[src/core/mcsm_pkg.sv]
// package for the motor controller operating state machine
// assumes a single 20 MHz clock domain
package mcsm_pkg;
   localparam int unsigned CLK_HZ = 20000000;
   // switch-release hold time before alert may clear
   localparam int unsigned RELEASE_HOLD_MS = 2000;
   localparam int unsigned RELEASE_HOLD_CYC = (RELEASE_HOLD_MS * (CLK_HZ / 1000)) + 1;
   // under-voltage must persist this long before it counts; plain default, set per product
   localparam int unsigned UNDERVOLT_DELAY_MS = 1000;
   localparam int unsigned UNDERVOLT_DELAY_CYC = UNDERVOLT_DELAY_MS * (CLK_HZ / 1000);
   // standby measurement period
   localparam int unsigned MEAS_PERIOD_MS = 10;
   localparam int unsigned MEAS_PERIOD_CYC = MEAS_PERIOD_MS * (CLK_HZ / 1000);
   localparam int unsigned CNT_W = 32;
   localparam logic [1:0] RESET_STATE_CODE = 2'h0;
   typedef enum logic [1:0] {
      MCSM_HIBERNATE,
      MCSM_STANDBY,
      MCSM_ACTIVE,
      MCSM_ALERT
   } mcsm_state_e;
endpackage

[src/core/mcsm_hold_timer.sv]
// hold timer: counts cycles a qualifying level stays high, flags when limit reached
// assumes synchronous inputs and active-high synchronous reset
`timescale 1ns/10ps
module mcsm_hold_timer
   import mcsm_pkg::*;
#(
   parameter logic [CNT_W-1:0] LIMIT = 32'h00000001
) (
   input wire logic sys_clk,
   input wire logic reset,
   input wire logic level,
   output logic done
);
   logic [CNT_W-1:0] count;

   // any drop of the level restarts the count
   always_ff @(posedge sys_clk) begin
      if (reset || !level) begin
         count <= '0;
      end else if (count != LIMIT) begin
         count <= count + 32'h00000001;
      end
   end

   always_ff @(posedge sys_clk) begin
      if (reset || !level) begin
         done <= 1'b0;
      end else begin
         done <= (count == LIMIT - 32'h00000001) || (count == LIMIT);
      end
   end
endmodule // mcsm_hold_timer

[src/core/mcsm_top.sv]
// operating state machine: hibernate, standby, active, alert
// assumes protection detectors and the switch are synchronous to sys_clk
`timescale 1ns/10ps
// Function
// - hibernate halts measurement and drive entirely
// - standby issues a periodic measurement strobe and acts on results
// - active allows motor drive; the measurement strobe is issued only in standby
// - alert drops drive first, then holds the alert output
// - active entered only with no protection asserted
// - any protection while active forces alert
// - alert leaves after switch released over two seconds, re-press restarts
// - below power-on-reset threshold always goes to hibernate
// - under-voltage held past its delay is a protection cutting drive
module mcsm_top
   import mcsm_pkg::*;
#(
   parameter int unsigned RELEASE_CYC = RELEASE_HOLD_CYC,
   parameter int unsigned UNDERVOLT_CYC = UNDERVOLT_DELAY_CYC,
   parameter int unsigned MEAS_CYC = MEAS_PERIOD_CYC
) (
   input wire logic sys_clk,
   input wire logic reset,
   input wire logic below_por,
   input wire logic below_discharge,
   input wire logic over_current,
   input wire logic over_temp,
   input wire logic switch_pressed,
   input wire logic drive_request,
   output logic drive_enable,
   output logic alert_out,
   output logic measure_strobe,
   output logic measure_enable,
   output logic under_voltage_protect,
   output logic [1:0] state_code
);
   mcsm_state_e state;
   mcsm_state_e next_state;
   logic release_done;
   logic undervolt_done;
   logic any_protect;
   logic [CNT_W-1:0] meas_count;

   // last count of a measurement period; the counter never runs past it
   function automatic logic meas_last(input logic [CNT_W-1:0] value);
      return value == CNT_W'(MEAS_CYC) - 32'h00000001;
   endfunction

   mcsm_hold_timer #(.LIMIT(CNT_W'(RELEASE_CYC))) u_release (
      .sys_clk(sys_clk),
      .reset(reset),
      .level(state == MCSM_ALERT && !switch_pressed),
      .done(release_done)
   );

   mcsm_hold_timer #(.LIMIT(CNT_W'(UNDERVOLT_CYC))) u_undervolt (
      .sys_clk(sys_clk),
      .reset(reset),
      .level(below_discharge && state != MCSM_HIBERNATE),
      .done(undervolt_done)
   );

   assign any_protect = undervolt_done || over_current || over_temp;

   always_comb begin
      next_state = state;
      case (state)
         MCSM_HIBERNATE: begin
            if (!below_por) begin
               next_state = MCSM_STANDBY;
            end
         end
         MCSM_STANDBY: begin
            if (switch_pressed && !any_protect) begin
               next_state = MCSM_ACTIVE;
            end
         end
         MCSM_ACTIVE: begin
            if (any_protect) begin
               next_state = MCSM_ALERT;
            end else if (!switch_pressed) begin
               next_state = MCSM_STANDBY;
            end
         end
         MCSM_ALERT: begin
            // done is registered and lags a re-press by one edge, so check the switch too
            if (release_done && !switch_pressed && !any_protect) begin
               next_state = MCSM_STANDBY;
            end
         end
         default: begin
            next_state = MCSM_HIBERNATE;
         end
      endcase
      if (below_por) begin
         next_state = MCSM_HIBERNATE;
      end
   end

   always_ff @(posedge sys_clk) begin
      if (reset) begin
         state <= MCSM_HIBERNATE;
      end else begin
         state <= next_state;
      end
   end

   // drive follows next state so alert entry cuts it the same edge
   always_ff @(posedge sys_clk) begin
      if (reset) begin
         drive_enable <= 1'b0;
      end else begin
         drive_enable <= (next_state == MCSM_ACTIVE) && drive_request;
      end
   end

   // alert raised one edge after drive drops, so drive is off first
   always_ff @(posedge sys_clk) begin
      if (reset) begin
         alert_out <= 1'b0;
      end else begin
         alert_out <= (state == MCSM_ALERT) && (next_state == MCSM_ALERT);
      end
   end

   always_ff @(posedge sys_clk) begin
      if (reset) begin
         under_voltage_protect <= 1'b0;
      end else begin
         under_voltage_protect <= undervolt_done;
      end
   end

   // measurement period counter idles in hibernate to save power
   always_ff @(posedge sys_clk) begin
      if (reset || state == MCSM_HIBERNATE) begin
         meas_count <= '0;
      end else if (meas_last(meas_count)) begin
         meas_count <= '0;
      end else begin
         meas_count <= meas_count + 32'h00000001;
      end
   end

   always_ff @(posedge sys_clk) begin
      if (reset) begin
         measure_strobe <= 1'b0;
      end else begin
         measure_strobe <= (state == MCSM_STANDBY)
            && meas_last(meas_count);
      end
   end

   always_ff @(posedge sys_clk) begin
      if (reset) begin
         measure_enable <= 1'b0;
         state_code <= RESET_STATE_CODE;
      end else begin
         measure_enable <= (next_state != MCSM_HIBERNATE);
         state_code <= next_state;
      end
   end

   hib_no_drive_a: assert property (@(posedge sys_clk) disable iff (reset)
      state == MCSM_HIBERNATE |=> !drive_enable && !measure_strobe)
      else $error("drive or measure in hibernate");
   standby_strobe_a: assert property (@(posedge sys_clk) disable iff (reset)
      measure_strobe |-> $past(state) == MCSM_STANDBY)
      else $error("strobe outside standby");
   strobe_pulse_a: assert property (@(posedge sys_clk) disable iff (reset)
      measure_strobe |=> !measure_strobe)
      else $error("strobe longer than one cycle");
   drive_active_a: assert property (@(posedge sys_clk) disable iff (reset)
      drive_enable |-> state == MCSM_ACTIVE)
      else $error("drive outside active");
   alert_drive_a: assert property (@(posedge sys_clk) disable iff (reset)
      alert_out |-> !drive_enable && state == MCSM_ALERT)
      else $error("alert with drive on");
   alert_entry_a: assert property (@(posedge sys_clk) disable iff (reset)
      state != MCSM_ALERT ##1 state == MCSM_ALERT |-> !drive_enable && !alert_out)
      else $error("alert raised before drive cut");
   alert_follow_a: assert property (@(posedge sys_clk) disable iff (reset)
      state == MCSM_ALERT && $past(state) == MCSM_ALERT |-> alert_out)
      else $error("alert indication missing");
   active_clean_a: assert property (@(posedge sys_clk) disable iff (reset)
      $rose(state == MCSM_ACTIVE) |-> !$past(any_protect))
      else $error("active entered under protection");
   protect_alert_a: assert property (@(posedge sys_clk) disable iff (reset)
      state == MCSM_ACTIVE && any_protect && !below_por |=> state == MCSM_ALERT)
      else $error("protection missed in active");
   // alert may only clear through the release timer with every protection down
   alert_protect_a: assert property (@(posedge sys_clk) disable iff (reset)
      state == MCSM_ALERT && any_protect |=> state != MCSM_STANDBY)
      else $error("alert cleared under protection");
   alert_hold_a: assert property (@(posedge sys_clk) disable iff (reset)
      state == MCSM_ALERT && switch_pressed && !below_por |=> state == MCSM_ALERT)
      else $error("alert left while pressed");
   alert_exit_a: assert property (@(posedge sys_clk) disable iff (reset)
      state == MCSM_ALERT && !release_done |=> state != MCSM_STANDBY)
      else $error("alert cleared before release time");
   por_hib_a: assert property (@(posedge sys_clk) disable iff (reset)
      below_por |=> state == MCSM_HIBERNATE)
      else $error("no hibernate below por");
   undervolt_cut_a: assert property (@(posedge sys_clk) disable iff (reset)
      under_voltage_protect |-> !drive_enable)
      else $error("drive on under voltage");
   wake_a: assert property (@(posedge sys_clk) disable iff (reset)
      state == MCSM_HIBERNATE && !below_por |=> state == MCSM_STANDBY)
      else $error("no wake to standby");
   standby_wait_a: assert property (@(posedge sys_clk) disable iff (reset)
      state == MCSM_STANDBY && !switch_pressed |=> state != MCSM_ACTIVE)
      else $error("active entered without switch");

   alert_seen_c: cover property (@(posedge sys_clk) disable iff (reset)
      state == MCSM_ACTIVE ##1 state == MCSM_ALERT);
   alert_exit_c: cover property (@(posedge sys_clk) disable iff (reset)
      state == MCSM_ALERT ##1 state == MCSM_STANDBY);
   active_c: cover property (@(posedge sys_clk) disable iff (reset)
      state == MCSM_STANDBY ##1 state == MCSM_ACTIVE);
   por_c: cover property (@(posedge sys_clk) disable iff (reset)
      state == MCSM_ACTIVE ##1 state == MCSM_HIBERNATE);
   protect_hold_c: cover property (@(posedge sys_clk) disable iff (reset)
      state == MCSM_ALERT && release_done && any_protect);
endmodule // mcsm_top

[config.mk]
export PLATFORM = sky130hd
export DESIGN_NAME = mcsm_top
export DESIGN_NICKNAME = d
export VERILOG_FILES = /design/src/core/mcsm_pkg.sv /design/src/core/mcsm_hold_timer.sv /design/src/core/mcsm_top.sv
export SDC_FILE = /design/constraint.sdc
export NUM_CORES = 1
export LEC_CHECK = 0
export ABC_AREA = 0
export BUFFER_PORTS_ARGS = -buffer_cell sky130_fd_sc_hd__clkbuf_2
export CAP_MARGIN = 20
export CORE_MARGIN = 1
export CORE_UTILIZATION = 50
export DETAILED_ROUTE_END_ITERATION = 7
export GPL_TIMING_DRIVEN = 0
export PLACE_DENSITY = 0.65
export SETUP_SLACK_MARGIN = 0.3
export SLEW_MARGIN = 30
export SYNTH_ARGS = -nofsm -noshare
export SYNTH_HDL_FRONTEND = slang
export SYNTH_SLANG_ARGS = --single-unit
[constraint.sdc]
create_clock -name sys_clk -period 4.37 [get_ports sys_clk]
set_clock_uncertainty 0.15 [all_clocks]
set_input_delay 0.2185 -clock sys_clk [delete_from_list [all_inputs] [get_ports sys_clk]]
set_output_delay 0.2185 -clock sys_clk [all_outputs]
set_load 0.03 [all_outputs]
-- Word level (Yosys, flattened, before mapping)
Index checks and enable logic that the tools add are counted.
- logic and storage cells: 55
- output and inout bits: 7
- bits of input ports: 8
- register bits: 105
- muxes and demuxes: 6
- equal/unequal tests: 12
- reductions and logical operators: 23
- add/subtract/negate cells: 3
- operators with widths (operator ; count):
    adder 32 x 1 -> 32 bit (second input constant) ; 3
    equality test 32 x 25 -> 1 bit (second input constant) ; 2
    equality test 32 x 26 -> 1 bit (second input constant) ; 2
    equality test 32 x 18 -> 1 bit (second input constant) ; 1
    != test 32 x 25 -> 1 bit (second input constant) ; 1
    != test 32 x 26 -> 1 bit (second input constant) ; 1
    2-to-1 mux 2 bit ; 5
    equality test 2 bit (second input constant) ; 4
    logical AND 1 bit ; 8
    case mux 2 bit (4 select lines) ; 1
    logical OR 1 bit ; 7
    logical NOT 1 bit ; 4
    nonzero test 2 bit ; 2
    equality test 2 x 1 -> 1 bit (second input constant) ; 1
    logical NOT 2 bit ; 1
    OR reduction 2 bit ; 1

-- Logic depth before layout (Yosys ltp)
Gate-level depths: netlist of run 1.
- depth after elaboration: 9
- gate-level depth with buffers: 7
- mapped depth without buffers: 7

-- Modules after synthesis
Synthesis of run 1 repeated with hierarchy kept, for this count alone.
- cell total of the unflattened synthesis: 585
- area, all modules: 5056.1 um^2
- by module, submodules not included (module ; times used ; area an instance (um^2) ; sequential area each (um^2) ; cells an instance):
    mcsm_top ; 1 ; 1747.9 ; 780.7 ; 195
    mcsm_hold_timer (u_undervolt) ; 1 ; 1659.1 ; 660.6 ; 196
    mcsm_hold_timer (u_release) ; 1 ; 1649.1 ; 660.6 ; 194

-- Least setup slack after synthesis of run 1
Ideal clock, no wire load.
- path kind: register to register
- from: reg meas_count[25]
- to: reg meas_count[13]
- clock period less this slack: 2261 ps
- library setup time: 115 ps
- buffers on the path: 1
- stages on the path, launching flop included: 6
- arrival time: 1996 ps
- slack: 2109 ps
- required time: 4105 ps
- path through: dfxtp_1 > or4_1 > or4_4 > o31ai_4 > buf_6 > nor2_1
- cells in the longest elaborated chain, start to end: 2
- RTL lines (what ; RTL line ; source):
    start, declared ; mcsm_top.sv:41 ; logic [CNT_W-1:0] meas_count;
    start signal, assigned ; mcsm_top.sv:140 ; meas_count <= meas_count + 32'h00000001;
    equality test 32 x 18 -> 1 bit ; mcsm_top.sv:45 ; return value == CNT_W'(MEAS_CYC) - 32'h00000001;
    OR reduction 2 bit (no line) ; n/a ;
Every way passes these cells.
A chain may end at the register's enable or synchronous reset.

-- Worst setup path in the final report of run 1
- from: reg u_release.count[0]
- to: reg u_release.count[16]
- cells in the longest elaborated chain, start to end: 1
- elaborated cells between the ends (all ways): 2
- those cells by class: add/sub (1); eq/ne (1)
- RTL lines (what ; RTL line ; source):
    start, declared ; mcsm_hold_timer.sv:14 ; logic [CNT_W-1:0] count;
    start signal, assigned ; mcsm_hold_timer.sv:21 ; count <= count + 32'h00000001;
    adder 32 x 1 -> 32 bit / != test 32 x 26 -> 1 bit (equally long branches) ; mcsm_hold_timer.sv:21, mcsm_hold_timer.sv:20 ;
Parallel ways exist; a longest one is shown, timed or not.

==> impl_summary.log, run 1 <==
INFO  metric maximum_clock_rate = 388 MHz
INFO  metric timing.critical_path.slowest_stage_cell = sky130_fd_sc_hd__nor4_2
INFO  metric period_utilization = 58.9%
INFO  metric layout.filler_cells = 863
INFO  metric antenna_violations_before_repair = 0
INFO  metric cp.arrival = 2.72 ns
INFO  metric cts.sinks = 105
INFO  metric worst_r2r_endpoint = u_release.count[16]
INFO  metric route.detailed.wl_per_inst = 13.7 um
INFO  metric ctsLongestPathBuffers = 2
INFO  metric netlist_top_cells_area = sky130_fd_sc_hd__dfxtp_1, sky130_fd_sc_hd__xor2_1, sky130_fd_sc_hd__nor2_1, sky130_fd_sc_hd__nand4_1, sky130_fd_sc_hd__nand3_1
INFO  metric postLayoutCellArea = 0.00532 mm^2
INFO  metric timing.max_cap.violations = 0
INFO  metric rr_worst_depth = 6
INFO  metric power.static_leakage = 1.68 nW
INFO  metric synth_most_common_cell = sky130_fd_sc_hd__nor2_1
INFO  metric max_slew_margin = 40.7%
INFO  metric grt.total_usage = 21.5%
INFO  metric synth.lib_cells_used.distinct = 41
INFO  metric drt-pass1-iter-count = 5
INFO  metric io_pins = 15
INFO  metric remaining_drc_errors = 0
INFO  metric internal_power = 1.32 mW
INFO  metric timing.final.setup_violations = 0
INFO  metric synthesis.area_per_instance = 8.57 um^2
INFO  metric cp.buffers_inverters = 0
INFO  metric cts_buffers = 9
INFO  metric clock_latency = 0.36 ns
INFO  metric drive_gt1_share = 7.25%
INFO  metric critical_path.startpoint_type = register
INFO  metric grt_first_pass_wirelength = 17100 um
INFO  metric placementRows = 35
INFO  metric critical_path.cell_chain = ha_1, nand3_1, nor4_2, nand3_1, or3_1, a21oi_1
INFO  metric yosys_warnings = 0
INFO  metric min_path_cells = 4
INFO  metric htree_num_levels = 3
INFO  metric clock_tree.root_cell = sky130_fd_sc_hd__clkbuf_8
INFO  metric net-switching-power = 0.344 mW
INFO  metric die_area = 0.00998 mm^2
INFO  metric grt_setup_unrepaired = no
INFO  metric grt.busiest_layer = met2
INFO  metric max_slew.worst_pin.slew = 0.882 ns
INFO  metric vdd.ir_drop.worst = 0.159 mV
INFO  metric worst_ep_required_time = 4.52 ns
INFO  metric grt_start_max_net_pins = 17
INFO  metric postSynth.asyncResetShare = 0%
INFO  metric run_status = finished, final reports clean
INFO  metric synth-seq-area-share = 43.9%
INFO  metric dp_area = 0.00505 mm^2
INFO  metric synth_enable_flop_cells = 0
INFO  metric clock_power_share = 40.8%
INFO  metric synthDominantAreaCellType = sky130_fd_sc_hd__dfxtp_1
INFO  metric use_met3 = 4.53%
INFO  metric vias = 3958
INFO  metric fin_total_pwr = 1.67 mW
INFO  metric detailedPlacementHpwl = 7120 um
INFO  metric share_of_total_power_consumed_by_net_switching = 20.6%
INFO  metric global_route.usage.met2 = 35.5%
INFO  metric buffer_ports.inserted = 14
INFO  metric die_width = 99.9 um
INFO  metric core_region_area = 0.00924 mm^2
INFO  metric yosys_most_used_dff = sky130_fd_sc_hd__dfxtp_1
INFO  metric tritoncts = yes
INFO  metric post_synthesis_cells = 559
INFO  metric worst_path_largest_cell_delay = 0.82 ns
INFO  metric grt-ovfl-total = 0
INFO  metric ant_nets = 0
INFO  metric hp-class = in -> reg
INFO  metric power_density = 314 mW/mm^2
INFO  metric pwr-share-seq = 57.6%
INFO  metric synth_top_area_share = 43.9%
INFO  metric finalWeightedCongestion = 0.824
INFO  metric criticalPathCategory = reg -> reg
INFO  metric highest_net_fanout_along_the_worst_path = 9
INFO  metric final_nets = 602
INFO  metric register_area = 0.00210 mm^2
INFO  metric synth.cells.most_frequent = sky130_fd_sc_hd__nor2_1, sky130_fd_sc_hd__dfxtp_1, sky130_fd_sc_hd__xor2_1
INFO  metric routed_via_density = 5.48
INFO  metric holdCritStartpoint = below_discharge
INFO  metric timing.reg2reg.setup_slack = 1.80 ns
INFO  metric dieHeight = 99.9 um
INFO  metric n_antenna_cell = 0
INFO  metric fin_crit = 2.57 ns
INFO  metric crit_top_cell = sky130_fd_sc_hd__nand3_1
INFO  metric initial_core_util = 51.8%
INFO  metric finalSetupTns = 0 ns
INFO  metric critical-path-top-delay-family = simple AND/OR/NAND/NOR gates
INFO  metric final-hold-violation-count = 0
INFO  metric final.hold.worst_slack = 0.0879 ns
INFO  metric area.growth.synth_to_final = 11.0%
INFO  metric power_frac_comb = 1.6%
INFO  metric synth.cell_area = 0.00479 mm^2
INFO  metric regToRegStartpoint = u_release.count[0]
INFO  metric worstHoldEndpoint = u_undervolt.count[19]
INFO  metric yosys_register_bits = 105
INFO  metric multi_input_comb_area = 0.00261 mm^2
INFO  metric grt_pass1_vias = 3729
INFO  metric wirelength = 9930 um
INFO  metric groute.layer.met1.usage = 27.8%
INFO  metric synthesis.nets = 573
INFO  metric number_of_design_rule_violations_left_by_the_first_detailed_router_iteration = 173
INFO  metric clk_transition_reported_paths = 0.09 ns
INFO  metric finalMaxSlewViolations = 0
INFO  metric timing.critical_path.to_type = register
[worst max path at each step]
stage	start	endpoint	slack, ns	cells past startpoint
final	u_release.count[0]	u_release.count[16]	1.80	6
after global routing	u_release.count[0]	u_release.count[16]	1.49	6
after CTS	u_release.count[0]	u_release.count[16]	1.75	6
after detailed placement	u_release.count[0]	u_release.count[16]	1.79	6
after global placement	u_undervolt.count[9]	u_undervolt.count[19]	1.78	5
after floorplan	meas_count[25]	meas_count[13]	2.11	5
[cell usage in the layout, fill, tap and decap left out, types with 11 or more instances in the layout]
cell type                  instances
sky130_fd_sc_hd__a21oi_1          12
sky130_fd_sc_hd__and3_1           11
sky130_fd_sc_hd__clkbuf_2         14
sky130_fd_sc_hd__clkbuf_8         11
sky130_fd_sc_hd__dfxtp_1         105
sky130_fd_sc_hd__inv_1            12
sky130_fd_sc_hd__nand2_1          41
sky130_fd_sc_hd__nand3_1          35
sky130_fd_sc_hd__nand4_1          42
sky130_fd_sc_hd__nor2_1          106
sky130_fd_sc_hd__nor4_1           17
sky130_fd_sc_hd__xnor2_1          16
sky130_fd_sc_hd__xor2_1           62
[layer usage]
metal | vias to the layer above | part of all wire, %
met5 | - | 0
met2 | 73 | 47
met1 | 1842 | 48
li1 | 2031 | -
met4 | 0 | 1.5
met3 | 12 | 3.7
[area by class of cell]
type	count	area share, %
inverter	12	0.847
clock inverter	4	1.39
multi-input combinational	431	49.1
tap	129	3.04
clock buffer	12	2.92
buffer	11	1.06
sequential	105	39.5
timing repair buffer	18	2.07
[state kept, by name, summed over array words and instances (netlist names)]
name,count
alert_out,1
drive_enable,1
meas_count,32
measure_enable,1
measure_strobe,1
state_code,2
u_release.count,32
u_release.done,1
u_undervolt.count,32
u_undervolt.done,1
under_voltage_protect,1
[through the flow]
| stage | setup WS (ns) | util [%] | cells |
|---|---|---|---|
| after floorplan | 2.11 | - | 559 |
| after global placement | 1.78 | 54.4 | 702 |
| after detailed placement | 1.79 | 54.6 | 702 |
| after CTS | 1.75 | 57.5 | 722 |
| after global routing | 1.49 | 57.5 | 722 |
| final | 1.80 | 57.5 | 722 |
[power by group through the flow]
stage,Clock [mW],Sequential (mW),Combinational [mW]
after floorplan,0,0.984,0.0120
after global placement,0,0.983,0.0240
after detailed placement,0,0.983,0.0243
after CTS,0.707,0.960,0.0274
after global routing,0.742,0.961,0.0299
final,0.681,0.960,0.0269
[timing repair]
item | 4_1_cts | 5_1_grt
resized for setup | 0 | 0
buffers inserted | 0 | 0
hold buffers | 4 | 0
endpoints found under the hold margin | 5 | 0
endpoints found under the setup margin | 0 | 0
[worst reg2reg max path, stage by stage (launching register included)]
cell and delay (ns):
sky130_fd_sc_hd__dfxtp_1 0.42, sky130_fd_sc_hd__ha_1 0.21, sky130_fd_sc_hd__nand3_1 0.20, sky130_fd_sc_hd__nor4_2 0.82, sky130_fd_sc_hd__nand3_1 0.19, sky130_fd_sc_hd__or3_1 0.38
sky130_fd_sc_hd__a21oi_1 0.14
[cells by family after synthesis]
group           Yosys count  share of synthesized area [%]
simple gates            314                           33.7
flops                   105                           43.9
xor+xnor                 78                           14.3
compound gates           31                           4.07
buf+inv                  23                           2.12
fa+ha+maj                 6                           1.57
mux                       2                          0.418
Note: power is estimated with default switching activity, not from simulation.
==> inputs of run 2 (changes only) <==
ABC_AREA = 1   (was 0)
clock period = 2.5 ns   (was 4.37 ns; I/O delays follow)
==> run 2 against run 1 <==
Worst setup slack worse by 1.2 ns. Critical endpoint is now u_release.count[18]. Cell area increased by 22%. Largest power group unchanged. Hold slack got worse by 0.0096 ns. Via count increased by 45%. Combinational power increased by 110%. Non-clock buffer count stayed put. Sequential share of layout area down 7.0 points. Sequential power rose by 75%.
==> impl_summary.log, run 2 <==
INFO  metric synth.cells.most_frequent = sky130_fd_sc_hd__nand2_1, sky130_fd_sc_hd__nor2_1, sky130_fd_sc_hd__dfxtp_1
INFO  metric critical_path.cell_chain = ha_1, nand3_2, nor2_1, nand2_1, nor2_1, inv_1, o21ai_0, nor2_1
INFO  metric yosys_warnings = 0 (unchanged)
INFO  metric clock_tree.root_cell = sky130_fd_sc_hd__clkbuf_16
INFO  metric initial_core_util = 51.3% (-0.59 points)
INFO  metric synthesis.area_per_instance = 6.05 um^2 (-29%)
INFO  metric drt-pass1-iter-count = 6 (+1)
INFO  metric vdd.ir_drop.worst = 0.442 mV (+180%)
INFO  metric finalSetupTns = 0 ns (unchanged)
INFO  metric dieHeight = 110 um (+10%)
INFO  metric grt_setup_unrepaired = no
INFO  metric routed_via_density = 5.01 (-8.5%)
INFO  metric layout_setup_ws = 0.620 ns (-1.18 ns)
INFO  metric crit_top_cell = sky130_fd_sc_hd__nor2_1
INFO  metric worst_r2r_endpoint = u_release.count[18]
INFO  metric critical_path.startpoint_type = register
INFO  metric vias = 5732 (+45%)
INFO  metric die_width = 110 um (+10%)
INFO  metric route.detailed.wl_per_inst = 12.8 um (-7.3%)
INFO  metric finish.utilization = 56.8% (-0.70 points)
INFO  metric die_area = 0.0121 mm^2 (+21%)
INFO  metric core_region_area = 0.0114 mm^2 (+23%)
INFO  metric clock_latency = 0.35 ns (about the same)
INFO  metric netlist_top_cells_area = sky130_fd_sc_hd__dfxtp_1, sky130_fd_sc_hd__nand2_1, sky130_fd_sc_hd__nor2_1, sky130_fd_sc_hd__inv_1, sky130_fd_sc_hd__a21oi_1
INFO  metric largest_registers = meas_count (32), u_release.count (32), u_undervolt.count (32)
INFO  metric finalMaxSlewViolations = 0 (unchanged)
INFO  metric timing.critical_path.slowest_stage_cell = sky130_fd_sc_hd__dfxtp_1
INFO  metric fin_total_pwr = 3.20 mW (+92%)
INFO  metric period_utilization = 75.2% (+16 points)
INFO  metric area.growth.synth_to_final = 10.9% (about the same)
INFO  metric cp-startpoint = u_release.count[0]
INFO  metric n_antenna_cell = 0 (unchanged)
INFO  metric htree_num_levels = 3 (unchanged)
INFO  metric maximum_clock_rate = 532 MHz (+37%)
INFO  metric timing.final.setup_violations = 0 (unchanged)
INFO  metric timing.max_cap.violations = 0 (unchanged)
INFO  metric final-hold-violation-count = 0 (unchanged)
INFO  metric detailedPlacementHpwl = 11400 um (+61%)
INFO  metric grt_first_pass_wirelength = 23600 um (+38%)
INFO  metric grt.total_usage = 25.6% (+4.1 points)
INFO  metric synth_most_common_cell = sky130_fd_sc_hd__nand2_1
INFO  metric ant_nets = 0 (unchanged)
INFO  metric post_synthesis_cells = 963 (+72%)
INFO  metric timing.reg2reg.setup_slack = 0.62 ns (-1.18 ns)
INFO  metric cts_buffers = 9 (unchanged)
INFO  metric grt_start_max_net_pins = 17 (unchanged)
INFO  metric dp_area = 0.00608 mm^2 (+20%)
INFO  metric clk_transition_reported_paths = 0.07 ns (-0.02 ns)
INFO  metric synth_top_area_share = 36.1% (-7.8 points)
INFO  metric postLayoutCellArea = 0.00646 mm^2 (+22%)
INFO  metric power_density = 495 mW/mm^2 (+58%)
INFO  metric max_slew_margin = 62.5% (+22 points)
INFO  metric yosys_register_bits = 105 (unchanged)
INFO  metric fin_crit = 1.88 ns (-0.695 ns)
INFO  metric worst_path_largest_cell_delay = 0.42 ns (-0.40 ns)
INFO  metric drive_gt1_share = 4.80% (-2.5 points)
INFO  metric endpoint = u_release.count[18]
INFO  metric finalWeightedCongestion = 0.939 (+14%)
INFO  metric synthesis.nets = 977 (+71%)
INFO  metric power.static_leakage = 1.98 nW (+18%)
INFO  metric instance_count_after_placement_with_tap_cells_included = 1120 (+60%)
INFO  metric rr_worst_depth = 8 (+2)
INFO  metric remaining_drc_errors = 0 (unchanged)
INFO  metric criticalPathCategory = reg -> reg
INFO  metric worst_ep_required_time = 2.59 ns (-1.93 ns)
INFO  metric max_slew.worst_pin.slew = 0.562 ns (-0.320 ns)
INFO  metric io_pins = 15 (unchanged)
INFO  metric synth.lib_cells_used.distinct = 26 (-37%)
INFO  metric regToRegStartpoint = u_release.count[0]
INFO  metric yosys_most_used_dff = sky130_fd_sc_hd__dfxtp_1
INFO  metric placementRows = 39 (+11%)
INFO  metric cts.sinks = 105 (unchanged)
INFO  metric synth.cell_area = 0.00583 mm^2 (+22%)
INFO  metric grt_pass1_vias = 4985 (+34%)
INFO  metric synth-seq-area-share = 36.1% (-7.8 points)
INFO  metric final_nets = 1010 (+68%)
INFO  metric pre_cts_slack = 0.623 ns (-1.17 ns)
INFO  metric ctsLongestPathBuffers = 2 (unchanged)
INFO  metric grt-ovfl-total = 0 (unchanged)
INFO  metric layoutNonFillerInstCount = 1143 (+58%)
INFO  metric run_status = finished, final reports clean
INFO  metric cp.arrival = 1.97 ns (-0.75 ns)
INFO  metric highest_net_fanout_along_the_worst_path = 5 (-4)
INFO  metric postSynth.asyncResetShare = 0% (unchanged)
INFO  metric hp-class = in -> reg
INFO  metric cts_post_setup_buffers_inserted = 0 (unchanged)
INFO  metric buffer_ports.inserted = 14 (unchanged)
INFO  metric layout_common_cells = sky130_fd_sc_hd__nand2_1, sky130_fd_sc_hd__nor2_1, sky130_fd_sc_hd__dfxtp_1, sky130_fd_sc_hd__inv_1, sky130_fd_sc_hd__a21oi_1
INFO  metric tritoncts = yes
INFO  metric number_of_design_rule_violations_left_by_the_first_detailed_router_iteration = 506 (+190%)
INFO  metric synthDominantAreaCellType = sky130_fd_sc_hd__dfxtp_1
INFO  metric layout_commonest_cell = sky130_fd_sc_hd__nand2_1
INFO  metric timing.critical_path.to_type = register
INFO  metric antenna_violations_before_repair = 0 (unchanged)
INFO  metric synth_enable_flop_cells = 0 (unchanged)
INFO  metric wirelength = 14600 um (+47%)
INFO  metric final.hold.worst_slack = 0.0783 ns (-0.00962 ns)
-- run 2: kinds of logic after synthesis --
family                     synth area share [%]
AOI/OAI and AO/OA                          8.35
xor gates and xnor gates                   3.16
adders and majority gates                  1.29
buffers and inverters                      6.98
DFF                                        36.1
and+or+nand+nor                            44.2
-- run 2: layout make-up --
type | count | area (um^2)
sequential | 105 | 2100
inverter | 97 | 364
buffer | 7 | 42.5
clock inverter | 4 | 52.6
clock buffer | 11 | 253
fill | 1151 | 4910
tap | 143 | 179
timing repair buffer | 22 | 150
multi-input combinational | 754 | 3320
-- run 2: critical path: cells and delay by family, from the launching register on --
family	cells	cell delay [ns]
DFF	1	0.42
buffers and inverters	1	0.09
AOI/OAI and AO/OA	1	0.16
and+or+nand+nor	5	0.70
adders and majority gates	1	0.25
-- run 2: worst min-delay path by stage --
stage | to | cells after the start | slack, ns | start
finish | alert_out | 6 | 0.08 | over_temp
global route | alert_out | 6 | 0.11 | over_temp
CTS | alert_out | 6 | 0.07 | over_temp
detailed placement | measure_enable | 2 | 0.16 | below_por
global placement | measure_enable | 2 | 0.16 | below_por
floorplan | measure_enable | 1 | 0.04 | reset
-- run 2: report_power, final --
| part | total, mW | internal, mW | switching [mW] |
|---|---|---|---|
| Combinational | 0.0576 | 0.0220 | 0.0356 |
| Clock | 1.46 | 0.828 | 0.632 |
| Sequential | 1.68 | 1.67 | 0.00414 |
-- run 2: timing repair --
item,in CTS,in global routing
hold endpoints to repair,12,0
resized for setup,0,0
hold buffers,8,0
-- run 2: metal layers --
metal / up-vias / GRT usage, % / part of all wire [%]
li1: 3087 / - / -
met1: 2515 / 34.9 / 50
met2: 113 / 40.9 / 44
met3: 17 / 5.28 / 4.4
met4: 0 / 6.48 / 1.6
met5: - / 0 / 0
